File: config.mk
export PLATFORM = sky130hd
export DESIGN_NAME = pbp_port_ctl
export DESIGN_NICKNAME = d
export VERILOG_FILES = /design/src/pbp_pkg.sv /design/src/pbp_det_if.sv /design/src/pbp_pin_detect.sv /design/src/pbp_port_ctl.sv
export VERILOG_INCLUDE_DIRS = /design/src
export SDC_FILE = /design/constraint.sdc
export NUM_CORES = 1
export LEC_CHECK = 0
export BUFFER_PORTS_ARGS = -buffer_cell sky130_fd_sc_hd__buf_2
export CAP_MARGIN = 40
export CORE_UTILIZATION = 47
export DETAILED_ROUTE_END_ITERATION = 8
export PLACE_DENSITY = 0.76
export SETUP_SLACK_MARGIN = 0.15
export SLEW_MARGIN = 40
export SYNTH_ARGS = -nofsm -noshare
export SYNTH_HDL_FRONTEND = slang
export SYNTH_HIERARCHICAL = 1
export SYNTH_SLANG_ARGS = --single-unit
File: constraint.sdc
create_clock -name pclk -period 2.1 [get_ports pclk]
set_input_delay 0.21 -clock pclk [delete_from_list [all_inputs] [get_ports pclk]]
set_output_delay 0.21 -clock pclk [all_outputs]
set_load 0.01 [all_outputs]
File: src/pbp_params.svh
// constants of the port b pad control and pin interrupt block
`ifndef PBP_PARAMS_SVH
`define PBP_PARAMS_SVH

// -------------------------------------------------------------------
// sizes
// -------------------------------------------------------------------
`define PBP_PINS      8
`define PBP_IRQ_PINS  4
`define PBP_ADDR_W    12

// -------------------------------------------------------------------
// register byte offsets
// -------------------------------------------------------------------
`define PBP_OFF_DIR      12'h000
`define PBP_OFF_PULL     12'h004
`define PBP_OFF_SLEW     12'h008
`define PBP_OFF_DRIVE    12'h00c
`define PBP_OFF_SC       12'h010
`define PBP_OFF_PSEL     12'h014
`define PBP_OFF_POL      12'h018
`define PBP_OFF_EVT_ST   12'h01c
`define PBP_OFF_EVT_MASK 12'h020

// -------------------------------------------------------------------
// status and control field positions
// -------------------------------------------------------------------
`define PBP_SC_MODE   0
`define PBP_SC_IE     1
`define PBP_SC_ACK    2
`define PBP_SC_FLAG   3

// event status bits: detection seen, detection in the same cycle as an acknowledge
`define PBP_EVT_DET   0
`define PBP_EVT_HELD  1
`define PBP_EVT_W     2

`endif

File: src/pbp_pkg.sv
// types of the port b pad control and pin interrupt block
`include "pbp_params.svh"

package pbp_pkg;

  // -----------------------------------------------------------------
  // state of the top module
  // -----------------------------------------------------------------
  typedef struct packed {
    logic [`PBP_PINS-1:0]     dir;
    logic [`PBP_PINS-1:0]     pull;
    logic [`PBP_PINS-1:0]     slew;
    logic [`PBP_PINS-1:0]     drive;
    logic                     mode;
    logic                     ie;
    logic                     flag;
    logic [`PBP_IRQ_PINS-1:0] sel;
    logic [`PBP_IRQ_PINS-1:0] pol;
    logic [`PBP_EVT_W-1:0]    evt_st;
    logic [`PBP_EVT_W-1:0]    evt_mask;
    logic [`PBP_PINS-1:0]     pad_drv_n;
    logic [`PBP_PINS-1:0]     pad_pull_en;
    logic [`PBP_PINS-1:0]     pad_pull_dn;
    logic [`PBP_PINS-1:0]     pad_slew;
    logic [`PBP_PINS-1:0]     pad_drive_hi;
    logic                     port_irq;
    logic                     irq;
    logic [31:0]              prdata;
    logic                     pready;
    logic                     pslverr;
  } pbp_top_st_t;

  // -----------------------------------------------------------------
  // state of the pin detector
  // -----------------------------------------------------------------
  typedef struct packed {
    logic [`PBP_IRQ_PINS-1:0] act_prev;
  } pbp_det_st_t;

endpackage

File: src/pbp_det_if.sv
// signals between the register block and the pin detector
`timescale 1ns/1ps
`include "pbp_params.svh"

interface pbp_det_if;
  logic [`PBP_IRQ_PINS-1:0] sel;
  logic [`PBP_IRQ_PINS-1:0] pol;
  logic [`PBP_IRQ_PINS-1:0] pins;
  logic                     edge_hit;
  logic                     level_hit;

  modport ctl (output sel, output pol, output pins,
               input edge_hit, input level_hit);
  modport det (input sel, input pol, input pins,
               output edge_hit, output level_hit);
endinterface

File: src/pbp_pin_detect.sv
// edge and level detector for the four interrupt pins
`timescale 1ns/1ps
`include "pbp_params.svh"

module pbp_pin_detect (
  input wire logic pclk,
  input wire logic presetn,
  pbp_det_if.det   dif
);

  pbp_pkg::pbp_det_st_t     s_ff;
  pbp_pkg::pbp_det_st_t     nxt_s;
  logic [`PBP_IRQ_PINS-1:0] act;

  // -----------------------------------------------------------------
  // per pin active level
  // -----------------------------------------------------------------
  genvar gi;
  generate
    for (gi = 0; gi < `PBP_IRQ_PINS; gi++) begin : g_pin
      // unselected pins never count; polarity picks high or low
      assign act[gi] = dif.sel[gi] & ~(dif.pins[gi] ^ dif.pol[gi]);
    end
  endgenerate

  // edge: active now, not active last cycle; level: active now
  assign dif.edge_hit  = |(act & ~s_ff.act_prev);
  assign dif.level_hit = |act;

  // next state
  always_comb begin
    nxt_s          = s_ff;
    nxt_s.act_prev = act;
  end

  // state register
  always_ff @(posedge pclk or negedge presetn) begin
    if (!presetn) begin
      s_ff <= '0;
    end else begin
      s_ff <= nxt_s;
    end
  end
endmodule

File: src/pbp_port_ctl.sv
// port b pad control registers and pin interrupt logic behind apb
//
// The placing of the registers and the APB register port were decided locally.
`timescale 1ns/1ps
`include "pbp_params.svh"

module pbp_port_ctl (
  input  wire logic                   pclk,
  input  wire logic                   presetn,
  input  wire logic                   psel,
  input  wire logic                   penable,
  input  wire logic                   pwrite,
  input  wire logic [`PBP_ADDR_W-1:0] paddr,
  input  wire logic [31:0]            pwdata,
  output logic      [31:0]            prdata,
  output logic                        pready,
  output logic                        pslverr,
  input  wire logic [`PBP_PINS-1:0]   pin_level,
  output logic      [`PBP_PINS-1:0]   pad_drv_n,
  output logic      [`PBP_PINS-1:0]   pad_pull_en,
  output logic      [`PBP_PINS-1:0]   pad_pull_dn,
  output logic      [`PBP_PINS-1:0]   pad_slew,
  output logic      [`PBP_PINS-1:0]   pad_drive_hi,
  output logic                        port_irq,
  output logic                        irq
);

  pbp_pkg::pbp_top_st_t  s_ff;
  pbp_pkg::pbp_top_st_t  nxt_s;
  pbp_det_if             dif ();
  logic                  setup;
  logic                  acc;
  logic                  wr;
  logic                  hit;
  logic                  ack;
  logic                  det_set;
  logic [31:0]           rdata;
  logic [`PBP_PINS-1:0]  sel_wide;
  logic [`PBP_PINS-1:0]  pol_wide;

  // -----------------------------------------------------------------
  // pin detector
  // -----------------------------------------------------------------
  assign dif.sel  = s_ff.sel;
  assign dif.pol  = s_ff.pol;
  assign dif.pins = pin_level[`PBP_IRQ_PINS-1:0];

  pbp_pin_detect u_det (
    .pclk    (pclk),
    .presetn (presetn),
    .dif     (dif)
  );

  // -----------------------------------------------------------------
  // bus phase decode
  // -----------------------------------------------------------------
  assign setup = psel & ~penable;
  assign acc   = psel & penable & s_ff.pready;
  assign wr    = acc & pwrite;

  // select and polarity widened to the port for the pull-down check
  assign sel_wide = {{(`PBP_PINS-`PBP_IRQ_PINS){1'b0}}, s_ff.sel};
  assign pol_wide = {{(`PBP_PINS-`PBP_IRQ_PINS){1'b0}}, s_ff.pol};

  // mode picks whether a held level sets the flag again
  assign det_set = dif.edge_hit | (s_ff.mode & dif.level_hit);

  // -----------------------------------------------------------------
  // read mux, upper bits stay zero
  // -----------------------------------------------------------------
  always_comb begin
    rdata = 32'h0;
    hit   = 1'b1;
    case (paddr)
      `PBP_OFF_DIR:      rdata[`PBP_PINS-1:0] = s_ff.dir;
      `PBP_OFF_PULL:     rdata[`PBP_PINS-1:0] = s_ff.pull;
      `PBP_OFF_SLEW:     rdata[`PBP_PINS-1:0] = s_ff.slew;
      `PBP_OFF_DRIVE:    rdata[`PBP_PINS-1:0] = s_ff.drive;
      `PBP_OFF_SC: begin
        rdata[`PBP_SC_MODE] = s_ff.mode;
        rdata[`PBP_SC_IE]   = s_ff.ie;
        rdata[`PBP_SC_FLAG] = s_ff.flag; // ack bit stays zero
      end
      `PBP_OFF_PSEL:     rdata[`PBP_IRQ_PINS-1:0] = s_ff.sel;
      `PBP_OFF_POL:      rdata[`PBP_IRQ_PINS-1:0] = s_ff.pol;
      `PBP_OFF_EVT_ST:   rdata[`PBP_EVT_W-1:0] = s_ff.evt_st;
      `PBP_OFF_EVT_MASK: rdata[`PBP_EVT_W-1:0] = s_ff.evt_mask;
      default:           hit = 1'b0;
    endcase
  end

  // -----------------------------------------------------------------
  // next state
  // -----------------------------------------------------------------
  always_comb begin
    nxt_s = s_ff;
    ack   = 1'b0;

    // register writes take effect at the access edge
    if (wr) begin
      case (paddr)
        `PBP_OFF_DIR:   nxt_s.dir   = pwdata[`PBP_PINS-1:0];
        `PBP_OFF_PULL:  nxt_s.pull  = pwdata[`PBP_PINS-1:0];
        `PBP_OFF_SLEW:  nxt_s.slew  = pwdata[`PBP_PINS-1:0];
        `PBP_OFF_DRIVE: nxt_s.drive = pwdata[`PBP_PINS-1:0];
        `PBP_OFF_SC: begin
          nxt_s.mode = pwdata[`PBP_SC_MODE];
          nxt_s.ie   = pwdata[`PBP_SC_IE];
          ack        = pwdata[`PBP_SC_ACK];
        end
        `PBP_OFF_PSEL:  nxt_s.sel = pwdata[`PBP_IRQ_PINS-1:0];
        `PBP_OFF_POL:   nxt_s.pol = pwdata[`PBP_IRQ_PINS-1:0];
        `PBP_OFF_EVT_ST:
          nxt_s.evt_st = s_ff.evt_st & ~pwdata[`PBP_EVT_W-1:0];
        `PBP_OFF_EVT_MASK:
          nxt_s.evt_mask = pwdata[`PBP_EVT_W-1:0];
        default: ;
      endcase
    end

    // flag: hardware set wins over acknowledge, writes never set it
    nxt_s.flag = det_set | (s_ff.flag & ~ack);

    // sticky events, a new event beats the write-one clear
    if (det_set) begin
      nxt_s.evt_st[`PBP_EVT_DET] = 1'b1;
    end
    if (ack && det_set) begin
      nxt_s.evt_st[`PBP_EVT_HELD] = 1'b1;
    end

    // pad controls follow the register values of the next cycle
    nxt_s.pad_drv_n   = ~nxt_s.dir;
    nxt_s.pad_pull_en = nxt_s.pull & ~nxt_s.dir;
    nxt_s.pad_pull_dn = nxt_s.pull & ~nxt_s.dir
                      & {{(`PBP_PINS-`PBP_IRQ_PINS){1'b0}},
                         nxt_s.sel & nxt_s.pol};
    nxt_s.pad_slew     = nxt_s.slew & nxt_s.dir;
    nxt_s.pad_drive_hi = nxt_s.drive & nxt_s.dir;

    // interrupt outputs
    nxt_s.port_irq = nxt_s.flag & nxt_s.ie;
    nxt_s.irq      = |(nxt_s.evt_st & nxt_s.evt_mask);

    // bus answer: one wait-free access phase after every setup
    nxt_s.pready  = setup;
    nxt_s.pslverr = setup & ~hit;
    nxt_s.prdata  = (setup && !pwrite) ? rdata : 32'h0;
  end

  // -----------------------------------------------------------------
  // state register, everything but pad_drv_n clears on reset
  // -----------------------------------------------------------------
  always_ff @(posedge pclk or negedge presetn) begin
    if (!presetn) begin
      s_ff           <= '0;
      s_ff.pad_drv_n <= '1; // drivers off, pins float as inputs
    end else begin
      s_ff <= nxt_s;
    end
  end

  // outputs straight from the state register
  assign prdata       = s_ff.prdata;
  assign pready       = s_ff.pready;
  assign pslverr      = s_ff.pslverr;
  assign pad_drv_n    = s_ff.pad_drv_n;
  assign pad_pull_en  = s_ff.pad_pull_en;
  assign pad_pull_dn  = s_ff.pad_pull_dn;
  assign pad_slew     = s_ff.pad_slew;
  assign pad_drive_hi = s_ff.pad_drive_hi;
  assign port_irq     = s_ff.port_irq;
  assign irq          = s_ff.irq;
endmodule

# == Word-level counts from Yosys, hierarchy flattened ==
# Index checks and enable logic that the tools add are counted.
# word_totals
input_bits,57
ramBits,0
latch_bits,0
elab_cells,96
mem_count,0
romBits,0
register_bits,103
# op_classes
n_bitwise,36
n_reduce_logical,9
n_eq_ne,8
n_div,0
n_lt_le_gt_ge,0
shift,0
add_sub_neg,0
mux,21
mul,0
# op_table
op,count
"12-bit by 5-bit equality test with 1-bit output, second input constant",4
8-bit two-way mux,5
34-bit two-way mux,1
8-bit AND,3
"12-bit by 4-bit equality test with 1-bit output, second input constant",2
2-bit one-hot mux with 9 select lines,1
4-bit one-hot mux with 4 select lines,1
1-bit AND,12
"12-bit by 3-bit equality test with 1-bit output, second input constant",1
"12-bit by 6-bit equality test with 1-bit output, second input constant",1
12-bit logical NOT,1
12-bit two-way mux,1
9-bit OR reduction,1
4-bit AND,2
8-bit by 4-bit AND with 8-bit output,1
4-bit two-way mux,2
8-bit NOT,1
4-bit OR reduction,2
1-bit NOT,7
1-bit one-hot mux with 7 select lines,1
2-bit two-way mux,3
1-bit one-hot mux with 6 select lines,1
1-bit two-way mux,5
2-bit AND,2
other kinds (8),13

# == Logic depth before layout (Yosys ltp) ==
# depth
ltp_word,10
mapped_depth,8

# == Cells and area by module ==
# Netlist, hierarchy kept.
# by_module_without_submodules
mod,n_inst,cells_each,area_each_um2
pbp_port_ctl,1,393,4634.4
pbp_pin_detect,1,18,206.4

# == Worst setup path before layout ==
# No wires, ideal clock.
# synth_path
path_kind,input to register
start,input paddr[9]
end,register s_ff (netlist bit pad_pull_dn[0])
n_path_buf,2
path_stages,7
required_time_ns,2.004
setup_ns,0.096
setup_slack_ns,-0.003
arrival_ns,2.007
path_cell_list,or4_4 buf_6 nor4_4 buf_6 mux2i_1 inv_2 nor4_2
# synth_rtl
item,line,source
"start, declared",pbp_port_ctl.sv:13,"input wire logic [`PBP_ADDR_W-1:0] paddr,"
"end signal, assigned",pbp_port_ctl.sv:159,s_ff <= nxt_s;
"end, declared",pbp_port_ctl.sv:28,pbp_pkg::pbp_top_st_t s_ff;

==> run metrics <==
post-synthesis cell area=4840 µm²; DR pass1 iterations=4; sequential share of the synthesized area=51.4%; Worst Reg2Reg Path Length in Cells=7; Synth area leaders=dfrtp_1 47%, buf_4 11%, mux2_2 8.8%; routed len/inst=15.6 µm; die area=10700 µm²; Max Slew Vio Count=0; insertion delay to the later sink of the worst-skew pair=0.36 ns; Critical Path Max Stage Delay=0.55 ns; clk_skew=0.00454 ns; Clk pwr share=38.1%; clock root buffer=clkbuf_8; TritonCTS clock tree=done; Hold EP=pready$_DFF_PN0_; Reg-to-Reg Start=dif.pol[3]$_DFF_PN0_; Worst VDD drop=0.386 mV; diodes inserted=0; P per Cell Area=616 nW/µm²; critical path class=flip-flop to flip-flop; proportion of layout cells with a drive suffix above 1=45.8%; Vias/cell=5.03; gpl congestion=0.874; total number of vias=3140; largest net degree at the start of global routing=46; count leader, synth=dfrtp_1; hold path start=psel; dominant cell type by area after synthesis=dfrtp_1; antenna viol nets, final=0; area of the multi-input gates=1820 µm²; H-Tree Depth=3; # fillers=834; largest family of logic cells by synthesized area=buffers and inverters; internal power=2640 µW; DRC=0; Worst Hold Class=input port to flip-flop; leak pwr=0.00285 µW; sink count of the clock tree=99; Seq pwr share=56.1%; Crit. End Element=flip-flop; Distinct cells, synth=48; Initial Util=49.1%; top cell type's share of synthesized area=47.0%; max_cap viols=0; Detail Placement HPWL=7.27 mm; cts bufs inserted=9; area grow syn2layout=14.3%; Hold Path Stages=3; RSZ-0062 raised after global routing=yes; Tmin final=2.03 ns; sw frac=22.6%; area taken by flip-flops and latches=2490 µm²; Post-synth top cells=91 x dfrtp_1, 74 x buf_4, 38 x mux2_2, 27 x nor2_1, 19 x mux2i_1; Yosys reg bits=99; core area=9860 µm²; slowest CP cell=or4_4; vias in the first global route=3128; Arrival @ worst endpoint=2.28 ns; Die H=103 µm; total grt overflow=0; Post-Route WL=9.74 mm; Final Non-Filler Cells=624; nets=543; port buffer count=76; CP delay by family, top=simple AND/OR/NAND/NOR gates; final period utilization=96.6%; total power=3400 µW; Syn Area/Cell=11.8 µm²; mux cell area share after synthesis=14.2%; GRT Overall Usage=19.6%; Reg2Reg Setup Slack=0.07 ns; final setup vio count=0; final hold slack=0.126 ns; WP buf/inv=0; DR iter-0 viols=255; Psw=769 µW; initial antenna violation count=0; synth warn=6; xor-xnor portion of the synthesized cell area=0.905%; ys async rst share=100%; Comb power frac=5.8%; Synth Flop Type=dfrtp_1; Clk pin slew, worst setup/hold paths=0.09 ns; Cell Chain, Critical Path=xnor2_2, and2_4, or4_4, a21oi_4, nor2_1, a32o_1, a22o_1; largest fanout on the critical path=2; FP Rows=36; Synth Area in Simple Gates=13.7%; Boundary Pins=133; Synth Area in Adders=0%; r2r endpoint=irq$_DFF_PN0_; Synth Area in Compound Gates=5.58%; Die Width=103 µm; placed cells=605; Fmax achieved=493 MHz; Clock Path Buffers=2; Worst setup SP type=flip-flop; required time of the worst setup path=2.35 ns; number of synthesized flops with an enable pin=0; status=complete, no violations; final hold vios=0; first-pass GRT wire length=15.4 mm; Cells after Synth=411
-- sequential cells by signal, summed over array words and instances (netlist names), 8 cells and up --
name,cells
pad_pull_en,8
prdata,8
s_ff,39
pad_drv_n,8
pad_drive_hi,8
pad_slew,8
-- layout by cell type (no fill, tap or decap), types with 9 or more instances in the layout --
cell and instances:
dfrtp_1 91, buf_2 75, buf_4 48, mux2_2 34, conb_1 28, nor2_1 26
mux2i_1 18, and2_1 17, inv_1 12, nand2_1 11, nor3_1 9, clkbuf_8 9
-- worst max-delay path by stage --
stage,start,endpoint,slack (ns),depth (start not counted)
final,dif.pol[3]$_DFF_PN0_,irq$_DFF_PN0_,0.07,7
after global routing,dif.pol[3]$_DFF_PN0_,irq$_DFF_PN0_,0.004,7
after CTS,dif.pol[3]$_DFF_PN0_,irq$_DFF_PN0_,0.07,7
after detailed placement,paddr[1],pad_drive_hi[3]$_DFF_PN0_,-0.02,7
after global placement,paddr[2],pad_pull_en[5]$_DFF_PN0_,-0.02,7
after floorplan,paddr[2],pad_drive_hi[3]$_DFF_PN0_,0.08,7
-- kinds of logic (layout without fill, tap and decap cells) --
group           after synthesis  in the layout
compound gates               34             34
buf+inv                     103            156
simple gates                109            109
xor+xnor                      5              5
flops                        99             99
mux                          60             60
other cells                   1             28
-- power groups by stage --
stage	clock network (µW)	logic (µW)	registers (µW)
floorplan	0	122	1950
global placement	0	188	1950
detailed placement	0	193	1950
CTS	1330	196	1910
global route	1410	223	1910
finish	1300	197	1910
-- per-layer routing --
metal / share of wire [%] / vias to the layer above / track usage [%]
met5: 0 / - / 0
met4: 1.5 / 0 / 8.02
met3: 5.2 / 13 / 3.23
met2: 49 / 108 / 31.9
met1: 45 / 1545 / 26.2
li1: - / 1474 / -
-- tightest hold or removal path, cell delays in order --
cell and delay, ns:
buf_2 0.09, nand2b_1 0.09, inv_1 0.07
-- timing repair --
item / CTS / global route
hold endpoints to repair: 31 / 0
gates resized for setup: 1 / 6
setup buffers: 0 / 2
endpoints found under the setup margin: 1 / 2
pin swaps: 1 / 3
hold buffers: 1 / 0
-- stage by stage --
step | utilization, % | area [µm²] | setup TNS, ns | setup slack (ns)
floorplan | - | 4990 | 0 | 0.0783
global placement | 53.3 | 5260 | -0.0304 | -0.0171
detailed placement | 53.3 | 5260 | -0.0429 | -0.0169
CTS | 55.7 | 5490 | 0 | 0.0744
global route | 56.1 | 5530 | 0 | 0.00425
finish | 56.1 | 5530 | 0 | 0.0708
-- final cells by class --
class / instances / share of cell area [%]
Clock buffer: 9 / 2.24
Clock inverter: 7 / 1.67
Inverter: 13 / 0.882
Multi-Input combinational cell: 236 / 33.0
Sequential cell: 99 / 45.0
Tap cell: 133 / 3.01
Timing Repair Buffer: 127 / 14.3
No activity file was read; power rests on OpenSTA's default activity.
